$ cat src/bfd_map.vh
// Register map, field positions, reset values and timing constants.
`ifndef BFD_MAP_VH
`define BFD_MAP_VH

// Register word offsets within one instance bank.
`define BFD_OFF_CTRL 3'h0
`define BFD_OFF_VPKP 3'h1
`define BFD_OFF_DPKP 3'h2
`define BFD_OFF_IPKP 3'h3
`define BFD_OFF_DLY 3'h4
// Address distance between the two instance banks.
`define BFD_INST_STRIDE 8
// Shared registers.
`define BFD_ADDR_STAT 8'h10
`define BFD_ADDR_MASK 8'h11
`define BFD_ADDR_LIVE 8'h12

// Control register fields.
`define BFD_CTRL_EN 0
`define BFD_CTRL_DUAL 1
`define BFD_CTRL_USE_STAT 2
`define BFD_CTRL_DELTA 3
`define BFD_CTRL_W 4

// Reset values.
`define BFD_CTRL_RST 4'h0
`define BFD_PKP_RST 16'hFFFF
`define BFD_DLY_RST 16'h0000
`define BFD_MASK_RST 4'h0

// Status bit layout: pickup events in bits 1:0, operate events in 3:2.
`define BFD_STAT_OP_LSB 2
`define BFD_STAT_W 4

// Timing: clock rate, millisecond length, supervision hold in power cycles.
`define BFD_CLK_MHZ 100
`define BFD_US_PER_MS 1000
`define BFD_SPV_CYCLES 6
`define BFD_SYS_CYCLE_MS 17

`endif

$ cat src/bfd_top.v
// Two-instance per-phase breaker flashover detector with register port.
`timescale 1ns/1ns
`include "bfd_map.vh"

// Operation
// - Without a second source, arm only on recovered voltage, open status, no current.
// - Single-set mode ignores the across-breaker voltage difference for open detection.
// - Single-set flashover: status open, voltage below pickup, current above pickup.
// - Detection clears on zero current, breaker closing, or supervision high.
// - Without voltage present beforehand the element stays unarmed.
// - Dual-set arming: difference above pickup, voltage above pickup, no current.
// - Dual-set pickup: both voltages and difference low with current; timer starts.
// - Dual-set status input is optional but used for stability when enabled.
// - Only phase-to-ground voltages; delta connection never asserts flashover.
// - Each pole has its own status operand, evaluated separately.
// - Ready once voltage on either side exceeds the voltage pickup; single-set mode looks at side one only.
// - Per-phase supervision gating, held six power cycles after release.
// - Operate asserts only after pickup persists for the configured delay.
// - Current above the current pickup counts as flashover current.
// - Two identical instances, each with its own settings and inputs.
module bfd_top #(
  parameter W = 16,
  parameter MS_DIV = `BFD_CLK_MHZ * `BFD_US_PER_MS,
  parameter SYS_CYCLE_MS = `BFD_SYS_CYCLE_MS
) (
  // Clock and reset.
  input wire clk,
  input wire rstn,
  // Register port.
  input wire [7:0] reg_addr,
  input wire [31:0] reg_wdata,
  input wire reg_wr,
  input wire reg_rd,
  output reg [31:0] reg_rdata_q,
  // Measurements, instance*3+phase, W bits each.
  input wire [6*W-1:0] side_one_volt,
  input wire [6*W-1:0] side_two_volt,
  input wire [6*W-1:0] phase_curr,
  // Operands, bit instance*3+phase, status high means pole closed.
  input wire [5:0] pole_status_operand,
  input wire [5:0] phase_supervision_operand,
  // Results.
  output reg [5:0] phase_pickup_q,
  output reg [1:0] pickup_q,
  output reg [1:0] operate_q,
  output reg irq_q
);

  localparam NI = 2;
  localparam NP = 6;
  localparam [31:0] SPV_HOLD_MS = `BFD_SPV_CYCLES * SYS_CYCLE_MS;

  // Extracts the W-bit measurement of one phase slot.
  function [W-1:0] slot;
    input [6*W-1:0] bus;
    input integer k;
    begin
      slot = bus[k*W +: W];
    end
  endfunction

  // Magnitude of the per-phase voltage difference across the breaker.
  function [W-1:0] absdiff;
    input [W-1:0] a;
    input [W-1:0] b;
    begin
      absdiff = (a > b) ? (a - b) : (b - a);
    end
  endfunction

  // True when the address hits register off of instance i.
  function hit;
    input [7:0] addr;
    input integer i;
    input [2:0] off;
    integer a;
    begin
      a = addr;
      hit = (a == i * `BFD_INST_STRIDE + off);
    end
  endfunction

  // Settings registers.
  reg [`BFD_CTRL_W-1:0] ctrl_q [0:NI-1];
  reg [W-1:0] vpkp_q [0:NI-1];
  reg [W-1:0] dpkp_q [0:NI-1];
  reg [W-1:0] ipkp_q [0:NI-1];
  reg [15:0] dly_q [0:NI-1];
  reg [`BFD_STAT_W-1:0] stat_q;
  reg [`BFD_STAT_W-1:0] mask_q;

  // Scheme state.
  reg [5:0] armed_q;
  reg [5:0] detect_q;
  reg [31:0] hold_q [0:NP-1];
  reg [15:0] tmr_q [0:NI-1];
  reg [31:0] div_q;
  reg ms_tick_q;
  reg [1:0] pickup_d;
  reg [1:0] operate_d;
  reg [`BFD_STAT_W-1:0] events;

  // Per-phase combinational terms.
  reg [5:0] blocked;
  reg [5:0] arm_cond;
  reg [5:0] fault_cond;
  reg [5:0] clear_cond;

  // Loop indices, one per process so that no index has two drivers.
  integer k;
  integer i;
  integer kh;
  integer ka;
  integer it;
  integer iw;
  integer ir;

  // Millisecond enable pulse for the timers.
  // The divider runs free, so a timer started mid-count may see its
  // first tick anywhere from one clock to a full period later.
  always @(posedge clk) begin
    if (!rstn) begin
      div_q <= 32'h00000000;
      ms_tick_q <= 1'b0;
    end else if (div_q >= MS_DIV - 1) begin
      div_q <= 32'h00000000;
      ms_tick_q <= 1'b1;
    end else begin
      div_q <= div_q + 32'h00000001;
      ms_tick_q <= 1'b0;
    end
  end

  // Supervision hold: reloaded while the operand is high, counts down after.
  // The count is in millisecond ticks, so the hold lasts six power cycles
  // give or take one tick of the free-running divider.
  always @(posedge clk) begin
    for (kh = 0; kh < NP; kh = kh + 1) begin
      if (!rstn) begin
        hold_q[kh] <= 32'h00000000;
      end else if (phase_supervision_operand[kh]) begin
        hold_q[kh] <= SPV_HOLD_MS;
      end else if (ms_tick_q && hold_q[kh] != 32'h00000000) begin
        hold_q[kh] <= hold_q[kh] - 32'h00000001;
      end
    end
  end

  // Arming, fault and clearing conditions per phase.
  // All comparisons are strict, so a level equal to its pickup neither
  // arms nor faults; the clear term treats such current as zero.
  always @* begin
    for (k = 0; k < NP; k = k + 1) begin : cond
      reg [W-1:0] v1;
      reg [W-1:0] v2;
      reg [W-1:0] cur;
      reg [W-1:0] dv;
      reg dual;
      reg open_ok;
      reg cur_hi;
      reg [`BFD_CTRL_W-1:0] c;
      reg [W-1:0] vp;
      reg [W-1:0] dp;
      reg [W-1:0] ip;
      v1 = slot(side_one_volt, k);
      v2 = slot(side_two_volt, k);
      cur = slot(phase_curr, k);
      dv = absdiff(v1, v2);
      c = ctrl_q[k/3];
      vp = vpkp_q[k/3];
      dp = dpkp_q[k/3];
      ip = ipkp_q[k/3];
      dual = c[`BFD_CTRL_DUAL];
      cur_hi = (cur > ip);
      // Pole status is always used alone, optional with two sets.
      open_ok = !pole_status_operand[k];
      if (dual && !c[`BFD_CTRL_USE_STAT]) begin
        open_ok = 1'b1;
      end
      // Supervision and delta connection block the phase outright.
      blocked[k] = phase_supervision_operand[k] ||
                   (hold_q[k] != 32'h00000000) ||
                   c[`BFD_CTRL_DELTA] ||
                   !c[`BFD_CTRL_EN];
      if (dual) begin
        // Either live side makes the phase ready.
        arm_cond[k] = (dv > dp) && ((v1 > vp) || (v2 > vp)) &&
                      !cur_hi && open_ok;
        fault_cond[k] = (v1 < vp) && (v2 < vp) && (dv < dp) &&
                        cur_hi && open_ok;
      end else begin
        // Difference plays no part with one voltage set.
        arm_cond[k] = (v1 > vp) && open_ok && !cur_hi;
        fault_cond[k] = open_ok && (v1 < vp) && cur_hi;
      end
      clear_cond[k] = !cur_hi || pole_status_operand[k] || blocked[k];
    end
  end

  // Arm and detection latches per phase.
  // Detection never sets in a cycle whose clear terms hold, so a pole that
  // closes or a supervision operand that rises wins over a fresh fault.
  // Arming is dropped once detected, so a new event needs a fresh arm.
  always @(posedge clk) begin
    if (!rstn) begin
      armed_q <= 6'h00;
      detect_q <= 6'h00;
    end else begin
      for (ka = 0; ka < NP; ka = ka + 1) begin
        if (blocked[ka] || pole_status_operand[ka]) begin
          armed_q[ka] <= 1'b0;
        end else if (arm_cond[ka]) begin
          armed_q[ka] <= 1'b1;
        end else if (detect_q[ka]) begin
          armed_q[ka] <= 1'b0;
        end
        if (detect_q[ka] && clear_cond[ka]) begin
          detect_q[ka] <= 1'b0;
        end else if (armed_q[ka] && fault_cond[ka] && !clear_cond[ka]) begin
          detect_q[ka] <= 1'b1;
        end
      end
    end
  end

  // Pickup and operate of each instance.
  // Operate also needs the registered pickup, so even with zero delay it
  // follows pickup by one cycle.
  always @* begin
    for (i = 0; i < NI; i = i + 1) begin
      pickup_d[i] = |detect_q[i*3 +: 3];
      operate_d[i] = pickup_d[i] && pickup_q[i] &&
                     (tmr_q[i] >= dly_q[i]);
    end
  end

  // Pickup delay timers in milliseconds.
  // Any dropout of pickup puts the count back to zero, and the count stops
  // at its top value instead of wrapping to a false short delay.
  always @(posedge clk) begin
    for (it = 0; it < NI; it = it + 1) begin
      if (!rstn || !pickup_d[it]) begin
        tmr_q[it] <= 16'h0000;
      end else if (ms_tick_q && tmr_q[it] != 16'hFFFF) begin
        tmr_q[it] <= tmr_q[it] + 16'h0001;
      end
    end
  end

  // Output flops.
  // Every result leaves through a flop so that the far side never sees a
  // glitch from the comparators.
  always @(posedge clk) begin
    if (!rstn) begin
      phase_pickup_q <= 6'h00;
      pickup_q <= 2'h0;
      operate_q <= 2'h0;
    end else begin
      phase_pickup_q <= detect_q;
      pickup_q <= pickup_d;
      operate_q <= operate_d;
    end
  end

  // Rising edges of pickup and operate are the interrupt events.
  // Edges are taken against the output flops so that each event is seen
  // exactly once.
  always @* begin
    events = {operate_d & ~operate_q, pickup_d & ~pickup_q};
  end

  // Settings writes, one bank per instance.
  // Unmapped addresses match no bank and are ignored, and the pickups
  // reset to full scale so that nothing arms before software sets them.
  always @(posedge clk) begin
    for (iw = 0; iw < NI; iw = iw + 1) begin
      if (!rstn) begin
        ctrl_q[iw] <= `BFD_CTRL_RST;
        vpkp_q[iw] <= `BFD_PKP_RST;
        dpkp_q[iw] <= `BFD_PKP_RST;
        ipkp_q[iw] <= `BFD_PKP_RST;
        dly_q[iw] <= `BFD_DLY_RST;
      end else if (reg_wr) begin
        if (hit(reg_addr, iw, `BFD_OFF_CTRL)) begin
          ctrl_q[iw] <= reg_wdata[`BFD_CTRL_W-1:0];
        end
        if (hit(reg_addr, iw, `BFD_OFF_VPKP)) begin
          vpkp_q[iw] <= reg_wdata[W-1:0];
        end
        if (hit(reg_addr, iw, `BFD_OFF_DPKP)) begin
          dpkp_q[iw] <= reg_wdata[W-1:0];
        end
        if (hit(reg_addr, iw, `BFD_OFF_IPKP)) begin
          ipkp_q[iw] <= reg_wdata[W-1:0];
        end
        if (hit(reg_addr, iw, `BFD_OFF_DLY)) begin
          dly_q[iw] <= reg_wdata[15:0];
        end
      end
    end
  end

  // Mask register and sticky status; a new event wins over read-clear.
  // Letting the event win means an edge that lands on the read cycle is
  // kept for the next read instead of being lost.
  always @(posedge clk) begin
    if (!rstn) begin
      mask_q <= `BFD_MASK_RST;
      stat_q <= 4'h0;
    end else begin
      if (reg_wr && reg_addr == `BFD_ADDR_MASK) begin
        mask_q <= reg_wdata[`BFD_STAT_W-1:0];
      end
      if (reg_rd && reg_addr == `BFD_ADDR_STAT) begin
        stat_q <= events;
      end else begin
        stat_q <= stat_q | events;
      end
    end
  end

  // Level interrupt while any unmasked status bit is set.
  // It follows the status register's next value, so it rises and falls in
  // the same cycle as the bits that it reflects.
  always @(posedge clk) begin
    if (!rstn) begin
      irq_q <= 1'b0;
    end else if (reg_rd && reg_addr == `BFD_ADDR_STAT) begin
      irq_q <= |(events & mask_q);
    end else begin
      irq_q <= |((stat_q | events) & mask_q);
    end
  end

  // Read data, valid in the cycle after the read strobe.
  // Unmapped addresses and unused upper bits read as zero, since the word
  // is cleared before the matching register is laid over it.
  always @(posedge clk) begin
    if (!rstn) begin
      reg_rdata_q <= 32'h00000000;
    end else if (reg_rd) begin
      reg_rdata_q <= 32'h00000000;
      for (ir = 0; ir < NI; ir = ir + 1) begin
        if (hit(reg_addr, ir, `BFD_OFF_CTRL)) begin
          reg_rdata_q[`BFD_CTRL_W-1:0] <= ctrl_q[ir];
        end
        if (hit(reg_addr, ir, `BFD_OFF_VPKP)) begin
          reg_rdata_q[W-1:0] <= vpkp_q[ir];
        end
        if (hit(reg_addr, ir, `BFD_OFF_DPKP)) begin
          reg_rdata_q[W-1:0] <= dpkp_q[ir];
        end
        if (hit(reg_addr, ir, `BFD_OFF_IPKP)) begin
          reg_rdata_q[W-1:0] <= ipkp_q[ir];
        end
        if (hit(reg_addr, ir, `BFD_OFF_DLY)) begin
          reg_rdata_q[15:0] <= dly_q[ir];
        end
      end
      if (reg_addr == `BFD_ADDR_STAT) begin
        reg_rdata_q[`BFD_STAT_W-1:0] <= stat_q;
      end
      if (reg_addr == `BFD_ADDR_MASK) begin
        reg_rdata_q[`BFD_STAT_W-1:0] <= mask_q;
      end
      if (reg_addr == `BFD_ADDR_LIVE) begin
        reg_rdata_q[15:0] <= {operate_q, pickup_q, detect_q, armed_q};
      end
    end
  end

endmodule // bfd_top

$ cat config.mk
export PLATFORM = sky130hd
export DESIGN_NAME = bfd_top
export DESIGN_NICKNAME = d
export VERILOG_FILES = /design/src/bfd_top.v
export VERILOG_INCLUDE_DIRS = /design/src /design/src/src
export SDC_FILE = /design/constraint.sdc
export NUM_CORES = 2
export LEC_CHECK = 0
export ABC_AREA = 1
export BUFFER_PORTS_ARGS = -buffer_cell sky130_fd_sc_hd__buf_4
export CAP_MARGIN = 25
export CORE_MARGIN = 2
export CORE_UTILIZATION = 31
export DETAILED_ROUTE_END_ITERATION = 8
export PLACE_DENSITY = 0.54
export RECOVER_POWER = 25
export SYNTH_ARGS = -nofsm -noshare
export SYNTH_HDL_FRONTEND = slang
export SYNTH_SLANG_ARGS = --single-unit
$ cat constraint.sdc
create_clock -name clk -period 5.8 [get_ports clk]
set_input_delay 0.58 -clock clk [delete_from_list [all_inputs] [get_ports clk]]
set_output_delay 0.58 -clock clk [all_outputs]
set_load 0.005 [all_outputs]
==> flow_metrics.tcl <==
set metrics [dict create \
    rows 135 \
    cts.clk_slew.worst_paths_ns 0.06 \
    leakage_nw 23.3 \
    finalPower_mw 10.1 \
    grt_max_degree 40 \
    cts_tree "built" \
    ys_types 65 \
    post-route-period-util 0.731 \
    worst_slew_pin_slew_ns 2.59 \
    dieArea_um2 140000 \
    grt-busiest-layer "met2" \
    hold_viol 0 \
    synth_enable_flop_cells 360 \
    status "finished with violations" \
    post-place-cells 7913 \
    grt_util_met2 0.328 \
    port-buffer-count 354 \
    synth_warnings 0 \
    startpoint_type "input pin" \
    clock_latency_ns 0.63 \
    met1_usage 0.275 \
    violations "capacitance limit, slew limit" \
    critPathMostFrequentCell "buf_4" \
    wl_per_cell_um 18.3 \
    grt_setup_unrepaired "no" \
    powerDensity_nw_per_um2 208 \
    final_layout_size_suffix_gt1_frac 0.0934 \
    cap_violations 1 \
    viasPerCell 4.95 \
    fmax_mhz 236 \
    finish.utilization 0.359 \
    cts.sinks 440 \
    syn-instance-count 5819 \
    final_nets 7153 \
    synth_area_leaders "edfxtp_1, ha_1, nand2_1" \
    setup_viol 0 \
    wirelength_um 146000 \
    post-cts-setup-buffers 0 \
    crit_buf_inv 4 \
    syn_area_per_cell_um2 7.32 \
    ys_seq_elements 440 \
    overflow 0 \
    cts_resized 0 \
    end_kind "flop" \
    cp_slowest_cell "clkbuf_1" \
    ff2ff_setup_slack_ns 2.75 \
    slew_violations 40 \
    place_congestion 0.951 \
    dp.final_hpwl_um 119000 \
    synth_top_area_frac 0.254 \
    critPathArrivalTime_ns 4.49 \
    path_cells "clkbuf_1 > clkinv_1 > buf_4 > nor2_1 > nand3_2 > nand2_1 > buf_4" \
    grt_pass1_wl_um 222000 \
    ioPinCount 387 \
    grt_util_met3 0.0282 \
    clock_path_buffers 3 \
    drt_iter0_markers 3341 \
    die_y_um 375 \
    ir_drop_uv 218 \
    htreeDepth 2 \
    drcViolationCount 0 \
    finalNonFillerCells 8018 \
    synth_top_flop_cell "edfxtp_1" \
    synth_area_um2 42600 \
    start_util 0.313 \
    yosysSeqAreaShare 0.291 \
    area_growth_pct 14.8 \
    async_flop_share 0 \
    die_x_um 375 \
    grt_use_total 0.202 \
    layout_min_cycle_time_ns 4.24 \
    relSlewSlack -0.728 \
    path_max_fanout 39 \
    drtPass1Iterations 5 \
    cts-buffers-inserted 51 \
    drtAntennaViolNets 0 \
    hold_buffers 0 \
    required_ns 6.05 \
    path_delay_family "buffers and inverters" \
    grt_pass1_vias 37788 \
    hold_class "input pin to flop" \
    criticalPathCategory "input pin to flop" \
    skew_ns 0.0435 \
    max_stage_delay_ns 1.79 \
    synth_top_cell_by_area "edfxtp_1" \
    dr_total_vias 39695 \
    setup-tns-final_ns 0 \
    core_um2 136000 \
    antenna_found_initial 17 \
    ctsRootBufferMaster "clkbuf_16" \
    hold_ws_ns 0.272 \
]
[sequential cells by signal, summed over array words and instances (netlist names), 16 cells and up]
signal	count
div_q	32
dly_q	32
dpkp_q	32
hold_q	192
ipkp_q	32
reg_rdata_q	16
tmr_q	32
vpkp_q	32
[cell usage after synthesis, types with 20 or more instances]
cell / number
nor3b_1: 20
buf_4: 28
edfxtp_1: 360
xor2_1: 177
nor4_1: 37
o21ai_0: 292
o21bai_1: 30
ha_1: 611
or2_2: 21
dfxtp_1: 80
nor2_1: 659
clkbuf_1: 28
nand2_2: 21
inv_1: 956
nand3_1: 251
nand4_1: 83
xnor2_1: 40
nand2_1: 1165
nor3_1: 115
buf_2: 33
a21oi_1: 503
nor2_2: 29
[through the flow]
step	cell area, um^2	worst slack, ns
2_1_floorplan	42700	2.33
3_3_place_gp	47200	1.17
3_5_place_dp	47200	1.13
4_1_cts	49000	1.77
5_1_grt	48900	1.19
6_report	48900	1.56
[cell usage in the layout, fill, tap and decap left out, types with 31 or more instances in the layout]
cell       Yosys  layout
a21oi_1      503     503
buf_4         28     346
clkbuf_1      28      38
clkbuf_16      0      52
conb_1         1      31
dfxtp_1       80      80
edfxtp_1     360     360
ha_1         611     611
inv_1        956     956
nand2_1     1165    1165
nand3_1      251     251
nand4_1       83      83
nor2_1       659     659
nor3_1       115     116
nor4_1        37      37
o21ai_0      292     291
xnor2_1       40      40
xor2_1       177     177
[routing by layer]
| layer | vias up | part of all wire |
|---|---|---|
| li1 | 19957 | - |
| met1 | 18448 | 0.46 |
| met4 | 12 | 0.033 |
| met5 | - | 0.00053 |
| met2 | 1094 | 0.45 |
| met3 | 184 | 0.063 |
[worst reg2reg max path, delay by kind of cell (launching register included)]
| family | cells | cell delay (ns) |
|---|---|---|
| simple gates | 10 | 1.71 |
| buf+inv | 3 | 0.45 |
| fa+ha+maj | 1 | 0.16 |
| flops | 1 | 0.41 |
[final timing paths]
path / start / to / cells past startpoint
setup / recovery: rstn / hold_q[2][16]$_SDFFCE_PN0P_ / 7
hold / removal: pole_status_operand[1] / armed_q[1]$_SDFFE_PP0P_ / 4
setup reg to reg: hold_q[0][0]$_SDFFCE_PN0P_ / hold_q[0][4]$_SDFFCE_PN0P_ / 14
hold reg to reg: div_q[0]$_SDFF_PP0_ / div_q[0]$_SDFF_PP0_ / 1
[cells by family (layout without fill, tap and decap cells)]
family	count (synthesis)	count (layout)	synth area share
AO/OA/AOI/OAI	995	995	0.129
XOR/XNOR	217	217	0.0446
adder cells (fa/ha/maj)	623	623	0.185
buffers and inverters	1077	1457	0.0997
flip-flops	440	440	0.291
multiplexers	1	1	0.000264
other	1	39	0.0000881
AND/OR/NAND/NOR	2465	2465	0.250
[area by class of cell]
class | instances | area [um^2]
clock buffers | 67 | 1410
multi-input cells | 4332 | 26000
fillers | 14531 | 87100
well taps | 1781 | 2230
inverters | 978 | 3670
clock inverters | 29 | 328
diodes | 8 | 20.0
flip-flops and latches | 440 | 12400
repair buffers | 383 | 2770
[report_power, final]
part           internal [mW]  switching, mW  leakage (nW)  total [mW]
registers               3.56          0.121          4.55        3.69
logic                   1.11           1.98          17.9        3.08
clock network           1.95           1.42         0.847        3.38
total                   6.62           3.52          23.3        10.1
No activity file was read; power rests on OpenSTA's default activity.
